$ cat src/verilog/pan_regs.vh
// constants for the panel annunciator block
`ifndef PAN_REGS_VH
`define PAN_REGS_VH
`define PAN_CLK_HZ 200000000
`define PAN_TICK_MS 500
`define PAN_TICK_CYC ((`PAN_CLK_HZ / 1000) * `PAN_TICK_MS)
`define PAN_BEEP_US 50000
`define PAN_BEEP_CYC ((`PAN_CLK_HZ / 1000000) * `PAN_BEEP_US)
`define PAN_SLOT_W 5
`define PAN_PER_BAT 5'd20
`define PAN_PER_GAS 5'd4
`define PAN_PER_SUP 5'd8
`define PAN_PER_TRB 5'd20
`define PAN_ON_SLOTS 5'd1
`define PAN_A_CTRL 12'h000
`define PAN_A_STAT 12'h004
`define PAN_A_PIN 12'h008
`define PAN_A_NAV 12'h00c
`define PAN_A_EVT 12'h010
`define PAN_B_AUTH_LVL 1:0
`define PAN_B_RESTRICT 2
`define PAN_B_CFG_INV 3
`define PAN_B_CFG_REM 4
`define PAN_B_DAY_MODE 5
`define PAN_PIN_RST 16'h1234
`define PAN_DRILL_EN_RST 8'hff
`endif

$ cat src/verilog/pan_annunciator.v
// panel annunciator: leds, sounder, command keys, pin check, navigation
//
// Functional notes
// - mains present: power led steady, sounder silent.
// - on battery: power led flashes, sounder 0.5 s on 9.5 s off.
// - fire latched until reset: red led on, continuous tone.
// - gas latched until reset: blue led on, 0.5 s on 1.5 s off.
// - supervisory: yellow led on, 0.5 s on 3.5 s off.
// - silenced led on after silence key or auto-silence expiry.
// - silenced led off when nothing silenced or condition cleared.
// - trouble led on, 0.5/9.5 s beep: init, trouble or bypass.
// - trouble led flashes silently: panel not operating or walk test.
// - trouble led off with no trouble and during panel reset.
// - brief beep on every key press.
// - reset key: sounder off, points and outputs back to normal.
// - drill key: unbypassed notification circuits and drill relays on.
// - silence key quiets audible appliances for alarm or trouble.
// - ack stops sounder; optionally starts investigation or reminder.
// - level 2, 3 or restricted 1 needs four-digit code checked.
// - normal screen when quiet; day variant with delayed alarm mode.
// - events grouped; up/down step event, left/right change group.
// - event list opens on highest-priority event.
`timescale 1ns/1ps
`include "pan_regs.vh"
module pan_annunciator #(
    parameter NOTIF = 4,
    parameter RELAYS = 8,
    parameter TICK_CYC = `PAN_TICK_CYC,
    parameter BEEP_CYC = `PAN_BEEP_CYC
) (
    input wire ref_clk_i,
    input wire srst_i,
    input wire mains_ok_i,
    input wire battery_ok_i,
    input wire fire_i,
    input wire gas_i,
    input wire sup_i,
    input wire trouble_i,
    input wire bypass_i,
    input wire init_i,
    input wire not_oper_i,
    input wire walk_i,
    input wire auto_sil_i,
    input wire key_drill_i,
    input wire key_reset_i,
    input wire key_silence_i,
    input wire key_ack_i,
    input wire key_up_i,
    input wire key_down_i,
    input wire key_left_i,
    input wire key_right_i,
    input wire key_other_i,
    input wire [NOTIF-1:0] notif_bypass_i,
    input wire psel,
    input wire penable,
    input wire pwrite,
    input wire [11:0] paddr,
    input wire [31:0] pwdata,
    output reg [31:0] prdata,
    output reg pready,
    output reg pslverr,
    output reg led_power_o,
    output reg led_fire_o,
    output reg led_gas_o,
    output reg led_sup_o,
    output reg led_silenced_o,
    output reg led_trouble_o,
    output reg sounder_o,
    output reg [NOTIF-1:0] notification_circuit_o,
    output reg [RELAYS-1:0] relay_o,
    output reg invest_start_o,
    output reg reminder_start_o,
    output reg panel_reset_o,
    output reg normal_msg_o,
    output reg day_msg_o
);
    ////////////////////////////////////////////////////////////////////
    // synchronisers
    wire [21:0] raw = {mains_ok_i, battery_ok_i, fire_i, gas_i, sup_i,
        trouble_i, bypass_i, init_i, not_oper_i, walk_i, auto_sil_i,
        key_drill_i, key_reset_i, key_silence_i, key_ack_i, key_up_i,
        key_down_i, key_left_i, key_right_i, key_other_i, 2'b00};
    wire [21:0] s;
    reg [8:0] keys_q;
    pan_sync #(.W(22)) u_sync (
        .ref_clk_i(ref_clk_i),
        .srst_i(srst_i),
        .async_i(raw),
        .sync_o(s)
    );
    wire mains = s[21];
    wire batt = s[20];
    wire fire_in = s[19];
    wire gas_in = s[18];
    wire sup = s[17];
    wire trb_in = s[16] | s[15] | s[14];
    wire not_op = s[13] | s[12];
    wire auto_sil = s[11];
    wire [8:0] kp = s[10:2] & ~keys_q;
    wire k_drill = kp[8];
    wire k_reset = kp[7];
    wire k_sil = kp[6];
    wire k_ack = kp[5];
    wire any_key = |kp;

    ////////////////////////////////////////////////////////////////////
    // slow tick and beep timer
    reg [31:0] tick_cnt_q;
    reg tick_q;
    reg [31:0] beep_cnt_q;
    reg flash_q;
    always @(posedge ref_clk_i) begin
        if (srst_i) begin
            tick_cnt_q <= 32'h0;
            tick_q <= 1'b0;
            flash_q <= 1'b0;
            beep_cnt_q <= 32'h0;
            keys_q <= 9'h0;
        end else begin
            keys_q <= s[10:2];
            tick_q <= (tick_cnt_q == TICK_CYC - 1);
            if (tick_cnt_q == TICK_CYC - 1) begin
                tick_cnt_q <= 32'h0;
                flash_q <= ~flash_q;
            end else begin
                tick_cnt_q <= tick_cnt_q + 32'h1;
            end
            if (any_key)
                beep_cnt_q <= BEEP_CYC;
            else if (beep_cnt_q != 32'h0)
                beep_cnt_q <= beep_cnt_q - 32'h1;
        end
    end

    ////////////////////////////////////////////////////////////////////
    // latched conditions and key actions
    reg fire_q;
    reg gas_q;
    reg sil_q;
    reg quiet_q;
    reg drill_q;
    reg rst_busy_q;
    always @(posedge ref_clk_i) begin
        if (srst_i) begin
            fire_q <= 1'b0;
            gas_q <= 1'b0;
            sil_q <= 1'b0;
            quiet_q <= 1'b0;
            drill_q <= 1'b0;
            rst_busy_q <= 1'b0;
        end else begin
            rst_busy_q <= k_reset;
            if (k_reset) begin
                fire_q <= 1'b0;
                gas_q <= 1'b0;
                sil_q <= 1'b0;
                quiet_q <= 1'b0;
                drill_q <= 1'b0;
            end else begin
                if (fire_in)
                    fire_q <= 1'b1;
                if (gas_in)
                    gas_q <= 1'b1;
                if (k_drill)
                    drill_q <= 1'b1;
                if ((k_sil || auto_sil) && (fire_q || gas_q || trb_in))
                    sil_q <= 1'b1;
                else if (!(fire_q || gas_q || trb_in))
                    sil_q <= 1'b0;
                if (k_ack || k_sil)
                    quiet_q <= 1'b1;
                else if (fire_in && !fire_q)
                    quiet_q <= 1'b0;
            end
        end
    end

    ////////////////////////////////////////////////////////////////////
    // cadences
    wire c_bat;
    wire c_gas;
    wire c_sup;
    wire c_trb;
    pan_cadence #(.PERIOD(`PAN_PER_BAT)) u_cbat (
        .ref_clk_i(ref_clk_i), .srst_i(srst_i), .tick_i(tick_q),
        .act_i(!mains && batt), .on_o(c_bat));
    pan_cadence #(.PERIOD(`PAN_PER_GAS)) u_cgas (
        .ref_clk_i(ref_clk_i), .srst_i(srst_i), .tick_i(tick_q),
        .act_i(gas_q), .on_o(c_gas));
    pan_cadence #(.PERIOD(`PAN_PER_SUP)) u_csup (
        .ref_clk_i(ref_clk_i), .srst_i(srst_i), .tick_i(tick_q),
        .act_i(sup), .on_o(c_sup));
    pan_cadence #(.PERIOD(`PAN_PER_TRB)) u_ctrb (
        .ref_clk_i(ref_clk_i), .srst_i(srst_i), .tick_i(tick_q),
        .act_i(trb_in && !not_op), .on_o(c_trb));

    ////////////////////////////////////////////////////////////////////
    // registers over apb
    reg [5:0] ctrl_q;
    reg [15:0] pin_q;
    reg auth_ok_q;
    reg [RELAYS-1:0] drill_en_q;
    reg [1:0] grp_q;
    reg [7:0] idx_q;
    wire [3:0] grp_act = {trb_in, sup, gas_q, fire_q};
    wire acc = psel && penable;
    wire need_pin = (ctrl_q[`PAN_B_AUTH_LVL] >= 2'd2) ||
        ctrl_q[`PAN_B_RESTRICT];
    always @(posedge ref_clk_i) begin
        if (srst_i) begin
            ctrl_q <= 6'h0;
            pin_q <= `PAN_PIN_RST;
            auth_ok_q <= 1'b0;
            drill_en_q <= `PAN_DRILL_EN_RST;
            prdata <= 32'h0;
            pready <= 1'b0;
            pslverr <= 1'b0;
        end else begin
            pready <= psel && !penable;
            pslverr <= 1'b0;
            if (psel && !penable) begin
                prdata <= 32'h0;
                case (paddr)
                    `PAN_A_CTRL: prdata <= {26'h0, ctrl_q};
                    `PAN_A_STAT: prdata <= {24'h0, auth_ok_q, sil_q,
                        drill_q, fire_q, gas_q, sup, trb_in, not_op};
                    `PAN_A_PIN: prdata <= {{(32-RELAYS){1'b0}}, drill_en_q};
                    `PAN_A_NAV: prdata <= {22'h0, grp_q, idx_q};
                    `PAN_A_EVT: prdata <= {28'h0, grp_act};
                    default: pslverr <= 1'b1;
                endcase
                if (!pwrite && (paddr > `PAN_A_EVT))
                    pslverr <= 1'b1;
            end
            if (k_reset)
                auth_ok_q <= 1'b0;
            if (acc && pwrite && pready) begin
                case (paddr)
                    `PAN_A_CTRL: begin
                        ctrl_q <= pwdata[5:0];
                        auth_ok_q <= 1'b0;
                    end
                    `PAN_A_PIN: begin
                        if (pwdata[31])
                            drill_en_q <= pwdata[RELAYS-1:0];
                        else
                            auth_ok_q <= !need_pin ||
                                (pwdata[15:0] == pin_q);
                    end
                    `PAN_A_NAV: begin
                        if (auth_ok_q)
                            pin_q <= pwdata[15:0];
                    end
                    default: ;
                endcase
            end
        end
    end

    ////////////////////////////////////////////////////////////////////
    // event navigation
    reg [3:0] prev_act_q;
    reg [1:0] g_nx;
    integer j;
    always @* begin
        g_nx = grp_q;
        for (j = 3; j >= 0; j = j - 1)
            if (grp_act[j])
                g_nx = j[1:0];
    end
    always @(posedge ref_clk_i) begin
        if (srst_i) begin
            grp_q <= 2'd0;
            idx_q <= 8'h0;
            prev_act_q <= 4'h0;
        end else begin
            prev_act_q <= grp_act;
            if (prev_act_q == 4'h0 && grp_act != 4'h0) begin
                grp_q <= g_nx;
                idx_q <= 8'h0;
            end else if (kp[2]) begin
                grp_q <= grp_q - 2'd1;
                idx_q <= 8'h0;
            end else if (kp[1]) begin
                grp_q <= grp_q + 2'd1;
                idx_q <= 8'h0;
            end else if (kp[4] && idx_q != 8'h0) begin
                idx_q <= idx_q - 8'h1;
            end else if (kp[3]) begin
                idx_q <= idx_q + 8'h1;
            end
        end
    end

    ////////////////////////////////////////////////////////////////////
    // outputs
    integer n;
    always @(posedge ref_clk_i) begin
        if (srst_i) begin
            led_power_o <= 1'b0;
            led_fire_o <= 1'b0;
            led_gas_o <= 1'b0;
            led_sup_o <= 1'b0;
            led_silenced_o <= 1'b0;
            led_trouble_o <= 1'b0;
            sounder_o <= 1'b0;
            notification_circuit_o <= {NOTIF{1'b0}};
            relay_o <= {RELAYS{1'b0}};
            invest_start_o <= 1'b0;
            reminder_start_o <= 1'b0;
            panel_reset_o <= 1'b0;
            normal_msg_o <= 1'b0;
            day_msg_o <= 1'b0;
        end else begin
            led_power_o <= mains | (batt & flash_q);
            led_fire_o <= fire_q;
            led_gas_o <= gas_q;
            led_sup_o <= sup;
            led_silenced_o <= sil_q;
            if (k_reset || rst_busy_q)
                led_trouble_o <= 1'b0;
            else if (not_op)
                led_trouble_o <= flash_q;
            else
                led_trouble_o <= trb_in;
            if (k_reset || k_ack)
                sounder_o <= 1'b0;
            else if (beep_cnt_q != 32'h0)
                sounder_o <= 1'b1;
            else if (quiet_q)
                sounder_o <= 1'b0;
            else if (fire_q)
                sounder_o <= 1'b1;
            else
                sounder_o <= c_gas | c_sup | c_trb | c_bat;
            for (n = 0; n < NOTIF; n = n + 1)
                notification_circuit_o[n] <= (drill_q | fire_q) &
                    ~notif_bypass_i[n] & ~sil_q;
            relay_o <= drill_q ? drill_en_q : {RELAYS{1'b0}};
            invest_start_o <= k_ack && ctrl_q[`PAN_B_CFG_INV] &&
                (fire_q || gas_q);
            reminder_start_o <= k_ack && ctrl_q[`PAN_B_CFG_REM] &&
                trb_in;
            panel_reset_o <= k_reset;
            normal_msg_o <= (grp_act == 4'h0);
            day_msg_o <= (grp_act == 4'h0) &&
                ctrl_q[`PAN_B_DAY_MODE];
        end
    end
endmodule

$ cat src/verilog/pan_sync.v
// three-stage input synchroniser with agreement filter
`timescale 1ns/1ps
module pan_sync #(
    parameter W = 1
) (
    input wire ref_clk_i,
    input wire srst_i,
    input wire [W-1:0] async_i,
    output reg [W-1:0] sync_o
);
    reg [W-1:0] s1_q;
    reg [W-1:0] s2_q;
    reg [W-1:0] s3_q;
    integer i;
    always @(posedge ref_clk_i) begin
        if (srst_i) begin
            s1_q <= {W{1'b0}};
            s2_q <= {W{1'b0}};
            s3_q <= {W{1'b0}};
            sync_o <= {W{1'b0}};
        end else begin
            s1_q <= async_i;
            s2_q <= s1_q;
            s3_q <= s2_q;
            for (i = 0; i < W; i = i + 1) begin
                if (s2_q[i] == s3_q[i]) begin
                    sync_o[i] <= s3_q[i];
                end
            end
        end
    end
endmodule

$ cat src/verilog/pan_cadence.v
// periodic beep cadence counted in slow ticks
`timescale 1ns/1ps
`include "pan_regs.vh"
module pan_cadence #(
    parameter [`PAN_SLOT_W-1:0] PERIOD = `PAN_PER_GAS
) (
    input wire ref_clk_i,
    input wire srst_i,
    input wire tick_i,
    input wire act_i,
    output reg on_o
);
    reg [`PAN_SLOT_W-1:0] slot_q;
    always @(posedge ref_clk_i) begin
        if (srst_i || !act_i) begin
            slot_q <= {`PAN_SLOT_W{1'b0}};
            on_o <= 1'b0;
        end else begin
            on_o <= (slot_q < `PAN_ON_SLOTS);
            if (tick_i) begin
                if (slot_q == PERIOD - `PAN_ON_SLOTS)
                    slot_q <= {`PAN_SLOT_W{1'b0}};
                else
                    slot_q <= slot_q + `PAN_ON_SLOTS;
            end
        end
    end
endmodule

$ cat config.mk
export PLATFORM = sky130hd
export DESIGN_NAME = pan_annunciator
export DESIGN_NICKNAME = d
export VERILOG_FILES = /design/src/verilog/pan_annunciator.v /design/src/verilog/pan_sync.v /design/src/verilog/pan_cadence.v
export VERILOG_INCLUDE_DIRS = /design/src /design/src/verilog
export SDC_FILE = /design/constraint.sdc
export NUM_CORES = 1
export LEC_CHECK = 0
export ABC_AREA = 1
export BUFFER_PORTS_ARGS = -buffer_cell sky130_fd_sc_hd__buf_2
export CORE_AREA = 4 4 177 144
export CTS_CLUSTER_DIAMETER = 50
export CTS_CLUSTER_SIZE = 16
export DETAILED_ROUTE_END_ITERATION = 10
export DIE_AREA = 0 0 181 148
export PLACE_DENSITY = 0.69
export SLEW_MARGIN = 10
export SYNTH_ARGS = -nofsm -noshare
export SYNTH_HDL_FRONTEND = slang
export SYNTH_HIERARCHICAL = 1
export SYNTH_SLANG_ARGS = --single-unit
$ cat constraint.sdc
create_clock -name ref_clk_i -period 2.92 [get_ports ref_clk_i]
set_clock_uncertainty 0.2 [all_clocks]
set_input_delay 0.584 -clock ref_clk_i [delete_from_list [all_inputs] [get_ports ref_clk_i]]
set_output_delay 0.584 -clock ref_clk_i [all_outputs]
set_load 0.1 [all_outputs]
==> results of run 1 <==
## final cells by class
class                      count  area [um2]  share of cell area
inverter                     215       807.0             0.06292
timing repair buffer         102       558.0             0.04351
sequential                   262        5245              0.4089
clock inverter                 8       86.33            0.006731
clock buffer                  28       614.3             0.04790
tap                          312       390.4             0.03044
multi-input combinational   1061        5125              0.3996
## sequential cells by signal, summed over array words and instances, names as in the netlist, 6 cells and up
signal         flops
beep_cnt_q        32
drill_en_q         8
pin_q             16
u_sync/s3_q       20
u_sync/s1_q       20
keys_q             9
idx_q              8
relay_o            8
u_sync/s2_q       20
tick_cnt_q        32
u_sync/sync_o     20
ctrl_q             6
prdata            10
## what timing repair did
| action | 4_1_cts | 5_1_grt |
|---|---|---|
| hold endpoints to repair | 4 | 0 |
| setup endpoints to repair | 0 | 0 |
| hold buffers | 4 | 0 |
## worst min-delay path, stage by stage
cell and delay, ns:
buf_2 0.07, inv_1 0.03, nor2_1 0.06
## per-layer routing
metal | global-route usage | vias up
met1 | 0.2715 | 4228
met5 | 0 | -
li1 | - | 5068
met3 | 0.02927 | 31
met4 | 0.03301 | 0
met2 | 0.2754 | 210
## worst max-delay path by stage
stage / from / end / cells after the start
finish: idx_q[7]$_SDFFE_PP0P_ / idx_q[5]$_SDFFE_PP0P_ / 10
global route: idx_q[2]$_SDFFE_PP0P_ / idx_q[5]$_SDFFE_PP0P_ / 10
CTS: idx_q[2]$_SDFFE_PP0P_ / idx_q[5]$_SDFFE_PP0P_ / 10
detailed placement: idx_q[7]$_SDFFE_PP0P_ / idx_q[5]$_SDFFE_PP0P_ / 10
global placement: u_sync/sync_o[6]$_SDFFE_PP0N_ / idx_q[5]$_SDFFE_PP0P_ / 10
floorplan: idx_q[0]$_SDFFE_PP0P_ / idx_q[5]$_SDFFE_PP0P_ / 10
## placed cells by master, fill, tap and decap left out, types with 4 or more instances in the layout
cell type,n
a21oi_1,101
o21ai_2,4
o21bai_1,5
nand3b_1,4
o21ai_0,53
xor2_1,21
clkbuf_16,23
nor2_2,7
conb_1,22
inv_2,13
nor3_1,35
o21ai_1,24
nand2_2,6
clkinv_1,4
nand4_1,18
nor3_2,4
buf_2,92
nand2_1,280
dlygate4sd3_1,4
xnor2_1,30
nand3_1,62
dfxtp_1,262
buf_4,5
nor2_1,324
inv_1,198
o211ai_2,8
or2_2,8
ha_1,13
## power by group
group          total [mW]  leakage, nW  internal, mW  switching (mW)
logic                2.72         3.16         0.905            1.81
clock network        2.89        0.347          1.53            1.36
registers            4.04         2.13          3.82           0.219
total                9.65         5.63          6.26            3.39
## per-stage QoR
stage	hold WS, ns	std cells	util
detailed placement	0.1929	1948	0.5151
floorplan	0.1883	1592	-
global placement	0.1942	1948	0.5151
CTS	0.03254	1988	0.5467
global route	0.04530	1988	0.5467
finish	0.05286	1988	0.5467
==> impl_metrics.tcl, run 1 <==
set metrics [dict create \
    worst_path_largest_cell_delay_ns 0.38 \
    drive_gt1_frac 0.1134 \
    highest_layer "met4" \
    dpl.hpwl_mm 18.29 \
    cts_resized 0 \
    synth_area_um2 11470 \
    nets 1752 \
    dr_wl_met3_mm 1.467 \
    power.density_nw_per_um2 752.2 \
    syn_to_final_growth_pct 11.84 \
    fin_crit_ns 2.453 \
    timing.final.crit_share 0.8402 \
    cts_buffers 23 \
    slowest_stage "ha_1" \
    start_util 0.4889 \
    hold_class "input pin to flop" \
    preCtsSetupSlack_ns 0.5088 \
    grt_pass1_vias 8476 \
    rsz0062_at_grt "false" \
    rows 50 \
    cts_max_level 1 \
    cts_buffer_depth 3 \
    route.detailed.drc 0 \
    hold_viol_final 0 \
    min_path_cells 3 \
    first_iter_violations 658 \
    worstPathArrival_ns 2.63 \
    final_cell_area_um2 12830 \
    wl_met2_mm 10.49 \
    dieArea_um2 26790 \
    fp.dieW_um 181 \
    vias 9537 \
    diodes 0 \
    crit-reg2reg-capture "idx_q[5]$_SDFFE_PP0P_" \
    clock_sinks 262 \
    routed_wirelength_mm 24.91 \
    synth_cells 1571 \
    worst_slew_pin_slew_ns 0.8861 \
    yosysWarningCount 6 \
    crit_chain "nor2_1 -> nand2_1 -> o21ai_2 -> inv_1 -> ha_1 -> a21oi_1 -> nand2_1 -> a21oi_1 -> xor2_1 -> a21oi_1" \
    slew_viol_final 0 \
    min_to "u_sync/s1_q[2]$_SDFF_PP0_" \
    overflow 0 \
    clock-root-buffer "clkbuf_16" \
    ir_worst_vdd_mv 0.5126 \
    worst-path-buf-inv 1 \
    route.antenna.remaining_nets 0 \
    critPathTopFamily "compound AO/OA/AOI/OAI gates" \
    r2r_cells 10 \
    cp_data_required_time_ns 3.10 \
    status "finished clean" \
    antenna_found_initial 0 \
    track_usage 0.1800 \
    core-area_um2 23460 \
    die_h_um 148 \
    grt_pass1_wl_mm 41.29 \
    postCtsSetupRepairBufs 0 \
    path_class "flop to flop" \
    cts_tree "built" \
    r2r_start "idx_q[7]$_SDFFE_PP0P_" \
    dpl_cell_area_um2 12090 \
    max_freq_mhz 407.6 \
    p_leak_nw 5.633 \
    fin_ws_ns 0.4667 \
    total_power_mw 9.648 \
    clock_latency_ns 0.53 \
    endpoint_kind "flop" \
    fill_cells 2268 \
    grt_max_degree 110 \
    max-slew-margin-rel 0.4053 \
    syn_area_per_cell_um2 7.300 \
    holdCritStartpoint "key_other_i" \
    setup_viol 0 \
    first_pass_iters 7 \
    drv_cap 0 \
    met1Wirelength_mm 12.54 \
    port-buffer-count 93 \
    crit_path_max_fanout 7 \
    place.gp.congestion 0.9285 \
    fin_tns_setup_ns 0 \
    path_clk_slew_ns 0.07 \
    vias_per_cell 4.797 \
    crit_top_cell "a21oi_1" \
    wl_per_cell_um 12.53 \
    cp-start-kind "flop" \
    rrSetupSlack_ns 0.47 \
    ios 131 \
]
Note: power is estimated with default switching activity, not from simulation.
==> inputs of run 2 (changes only) <==
- PLACE_DENSITY: 0.69 -> 0.72
- clock period: 2.92 -> 2 ns (I/O delays scaled with it)
==> impl_metrics.tcl, run 2 (synthesis gave the netlist of run 1 again) <==
set metrics [dict create \
    holdWs_ns 0.01774 \
    grt_pass1_vias 9245 \
    preCtsSetupSlack_ns -0.07476 \
    start_util 0.4889 \
    slew_viol_final 0 \
    antenna_found_initial 0 \
    drv_cap 0 \
    vias 10017 \
    hold_viol_final 0 \
    drive_gt1_frac 0.1564 \
    nets 1838 \
    vias_per_cell 4.823 \
    timing.final.crit_share 1.042 \
    final_common_cell "nor2_1" \
    first_pass_iters 5 \
    grtUsageMet1 0.2788 \
    fin_ws_ns -0.08318 \
    status "finished with violations" \
    clock-root-buffer "clkbuf_16" \
    clock_latency_ns 0.53 \
    p_leak_nw 6.091 \
    slowest_stage "dfxtp_2" \
    rsz0062_at_grt "true" \
    final_cells 2077 \
    cp-start-kind "flop" \
    fin_crit_ns 2.083 \
    r2r_start "idx_q[3]$_SDFFE_PP0P_" \
    crit_path_max_fanout 7 \
    top_regs "beep_cnt_q x32, tick_cnt_q x32" \
    dpl.cell_count 1997 \
    port-buffer-count 93 \
    diodes 0 \
    die_h_um 148 \
    use_met3 0.02977 \
    holdCritStartpoint "pwdata[0]" \
    fp.dieW_um 181 \
    max_freq_mhz 480.0 \
    ir_worst_vdd_mv 0.6542 \
    gr-usage-met2 0.3073 \
    power.density_nw_per_um2 1057 \
    path_class "flop to flop" \
    violations "setup timing" \
    cp_data_required_time_ns 2.21 \
    cts_tree "built" \
    grt_max_degree 37 \
    dieArea_um2 26790 \
    core-area_um2 23460 \
    startpoint "idx_q[3]$_SDFFE_PP0P_" \
    place.gp.congestion 0.9328 \
    crit_chain "nor2_2 -> nand3_2 -> o21ai_4 -> inv_6 -> ha_4 -> nand3_2 -> nand2_2 -> nand2_2 -> nand2_2 -> nand3_2 -> a21oi_1 -> nor2_1" \
    track_usage 0.1934 \
    worst_path_largest_cell_delay_ns 0.32 \
    setup_viol 4 \
    cts_buffer_depth 3 \
    route.antenna.remaining_nets 0 \
    ios 131 \
    cts_max_level 1 \
    max-slew-margin-rel 0.6589 \
    first_iter_violations 595 \
    dpl.hpwl_mm 19.51 \
    path_clk_slew_ns 0.07 \
    routed_wirelength_mm 26.57 \
    grt_pass1_wl_mm 44.10 \
    route.detailed.drc 0 \
    endpoint_kind "flop" \
    hold_class "input pin to flop" \
    syn_to_final_growth_pct 21.06 \
    overflow 0 \
    worstPathArrival_ns 2.29 \
    worst_slew_pin_slew_ns 0.5152 \
    clock_sinks 262 \
    cts_buffers 23 \
    mostFrequentLayoutCells "319 x nor2_1, 274 x nand2_1, 258 x dfxtp_1" \
    gr-max-usage-layer "met2" \
    wl_per_cell_um 12.79 \
    rows 50 \
]
run 2: cell count changes in the layout (fill, tap and decap cells not counted), sizes merged:
cell,before,now
inv,215,216
clkinvlp,0,1
dlygate4sd3,4,39
bufinv,0,3
clkbuf,28,31
clkinv,8,4
buf,98,148
run 2: cell type report:
cell class                      instances  area [um2]
Multi-Input combinational cell       1061        5280
Clock inverter                          9       152.6
Timing Repair Buffer                  188        1356
Clock buffer                           30       641.9
Sequential cell                       262        5250
Fill cell                            2135        9577
Inverter                              215       812.0
Tap cell                              312       390.4
run 2: through the flow:
stage / utilization / setup TNS (ns) / power, mW / instance area (um2)
final: 0.5918 / -0.2187 / 14.67 / 13880
after global routing: 0.5918 / -0.7559 / 15.59 / 13880
after CTS: 0.5902 / -0.05817 / 14.76 / 13850
after detailed placement: 0.5369 / -0.2180 / 9.989 / 12600
after global placement: 0.5369 / -0.1607 / 9.951 / 12600
after floorplan: - / -0.01798 / 9.212 / 11630
run 2: path summary, 6_finish.rpt:
path / end / slack, ns / cells past startpoint
max: idx_q[7]$_SDFFE_PP0P_ / -0.08 / 12
min: pin_q[0]$_SDFFE_PP0P_ / 0.02 / 3
max reg2reg: idx_q[7]$_SDFFE_PP0P_ / -0.08 / 12
min reg2reg: u_sync/s2_q[2]$_SDFF_PP0_ / 0.20 / 2
run 2: power by group:
part	internal (mW)	switching, mW	total (mW)
registers	5.58	0.319	5.90
logic	1.45	2.64	4.09
clock network	2.69	2.00	4.69
total	9.72	4.96	14.7
run 2: repair_timing:
action                                 in CTS  in global routing
gates resized for setup                    18                  5
endpoints found under the hold margin      42                  0
setup endpoints to repair                   5                  6
buffers inserted                            0                  2
hold buffers                               39                  0
pin swaps                                  17                  3
run 2: metal layers:
| metal | vias to the layer above | share of wire |
|---|---|---|
| li1 | 5241 | - |
| met1 | 4504 | 0.49 |
| met2 | 232 | 0.43 |
| met3 | 40 | 0.053 |
| met4 | 0 | 0.022 |
| met5 | - | 0 |
run 2: critical path, delay by kind of cell, from the launching register on:
family                     cells  cell delay, ns
AOI/OAI and AO/OA              2            0.38
buffers and inverters          1            0.10
adders and majority gates      1            0.31
and+or+nand+nor                8            0.65
DFF                            1            0.32
==> inputs of run 3 (changes only) <==
- CORE_AREA: 4 4 177 144 -> 4 4 145 175
- DIE_AREA: 0 0 181 148 -> 0 0 149 179
==> impl_metrics.tcl, run 3 (synthesis gave the netlist of run 1 again) <==
set metrics [dict create \
    slowest_stage "fa_2" \
    holdWs_ns 0.05105 \
    start_util 0.4831 \
    dpl.hpwl_mm 19.15 \
    max_freq_mhz 484.5 \
    drive_gt1_frac 0.1571 \
    final_common_cell "nor2_1" \
    min_path_cells 4 \
    multi_input_area_um2 5261 \
    die_h_um 179 \
    vias 9945 \
    ir_worst_vdd_mv 0.6816 \
    grt_pass1_wl_mm 43.55 \
    crit_top_cell "buf_4" \
    fin_tns_setup_ns -0.1052 \
    holdCritStartpoint "penable" \
    total_power_mw 14.69 \
    fin_ws_ns -0.06406 \
    dieArea_um2 26670 \
    crit_path_max_fanout 3 \
    rrSetupSlack_ns -0.06 \
    cp_data_required_time_ns 2.22 \
    cts_tree "built" \
    vias_per_cell 4.758 \
    min_to "pready$_SDFF_PP0_" \
    grt_pass1_vias 9569 \
    p_leak_nw 6.126 \
    hold_class "input pin to flop" \
    path_class "flop to flop" \
    ios 131 \
    slew_viol_final 0 \
    grt_max_degree 34 \
    first_iter_violations 449 \
    post-route-util 0.5862 \
    timing.final.crit_share 1.032 \
    route.antenna.remaining_nets 0 \
    clock-root-buffer "clkbuf_16" \
    regArea_um2 5251 \
    violations "setup timing" \
    overflow 0 \
    first_pass_iters 5 \
    worstPathArrival_ns 2.28 \
    power.density_nw_per_um2 1056 \
    rows 62 \
    top_regs "beep_cnt_q x32, tick_cnt_q x32" \
    crit-reg2reg-capture "idx_q[6]$_SDFFE_PP0P_" \
    place.gp.congestion 0.9039 \
    r2r_cells 11 \
    core-area_um2 23740 \
    path_clk_slew_ns 0.07 \
    status "finished with violations" \
    setup_viol 3 \
    fill_cells 2192 \
    cts_buffer_depth 3 \
    worst_path_largest_cell_delay_ns 0.35 \
    endpoint_kind "flop" \
    mostFrequentLayoutCells "321 x nor2_1, 276 x nand2_1, 257 x dfxtp_1" \
    fp.dieW_um 149 \
    r2r_start "u_sync/sync_o[6]$_SDFFE_PP0N_" \
    syn_to_final_growth_pct 21.33 \
    startpoint "u_sync/sync_o[6]$_SDFFE_PP0N_" \
    clock_sinks 262 \
    worst_slew_pin_slew_ns 0.5232 \
    route.detailed.drc 0 \
    track_usage 0.1947 \
    cts_max_level 1 \
    cp-start-kind "flop" \
    critPathTopFamily "buffers and inverters" \
    nets 1843 \
    cts_buffers 25 \
    port-buffer-count 93 \
    diodes 0 \
    max-slew-margin-rel 0.6497 \
    worst-path-buf-inv 4 \
    antenna_found_initial 0 \
    crit_chain "inv_1 -> nor2_4 -> o21ai_4 -> buf_4 -> buf_4 -> fa_2 -> inv_2 -> nand4_1 -> o211ai_1 -> xnor2_1 -> a21oi_1" \
    routed_wirelength_mm 25.79 \
    clock_latency_ns 0.53 \
    preCtsSetupSlack_ns -0.1604 \
    hold_viol_final 0 \
    wl_per_cell_um 12.34 \
    rsz0062_at_grt "true" \
    drv_cap 0 \
    fin_crit_ns 2.064 \
]
run 3: cell type report:
type                       count  share of cell area
clock buffer                  27             0.04694
clock inverter                14             0.01223
inverter                     215             0.05818
multi-input combinational   1061              0.3781
sequential                   262              0.3774
tap                          320             0.02877
timing repair buffer         191             0.09837
run 3: stage by stage:
step | instances | area [um2]
after floorplan | 1592 | 11630
after global placement | 2005 | 12590
after detailed placement | 2005 | 12590
after CTS | 2089 | 13890
after global routing | 2090 | 13910
final | 2090 | 13910
run 3: worst max-delay path by stage:
stage                             to  slack (ns)  cells after the start
2_1_floorplan  idx_q[5]$_SDFFE_PP0P_       -0.02                     10
3_3_place_gp   idx_q[6]$_SDFFE_PP0P_       -0.09                     10
3_5_place_dp   idx_q[6]$_SDFFE_PP0P_       -0.16                     10
4_1_cts        idx_q[6]$_SDFFE_PP0P_       -0.04                     10
5_1_grt        idx_q[7]$_SDFFE_PP0P_       -0.22                     13
6_report       idx_q[6]$_SDFFE_PP0P_       -0.06                     11
run 3: worst register-to-register path, delay by kind of cell (launching register included):
kind	cells	cell delay [ns]
buf+inv	4	0.40
flops	1	0.33
fa+ha+maj	1	0.36
simple gates	2	0.24
xor+xnor	1	0.15
compound gates	3	0.30
run 3: routing by layer:
metal / track usage / wire [um] / up-vias
met5: 0 / 0 / -
met4: 0.05227 / 568 / 0
met3: 0.02174 / 907 / 44
met2: 0.3489 / 12530 / 162
met1: 0.2490 / 11780 / 4477
li1: - / - / 5262
run 3: what timing repair did:
action | 4_1_cts | 5_1_grt
hold endpoints to repair | 48 | 0
pin swaps | 8 | 2
cloned | 0 | 0
endpoints found under the setup margin | 5 | 38
setup buffers | 2 | 1
resized for setup | 13 | 6
hold buffers | 41 | 0
run 3: report_power, final:
group          switching (mW)  internal, mW
clock                    2.10          2.67
combinational            2.57          1.44
sequential              0.321          5.58
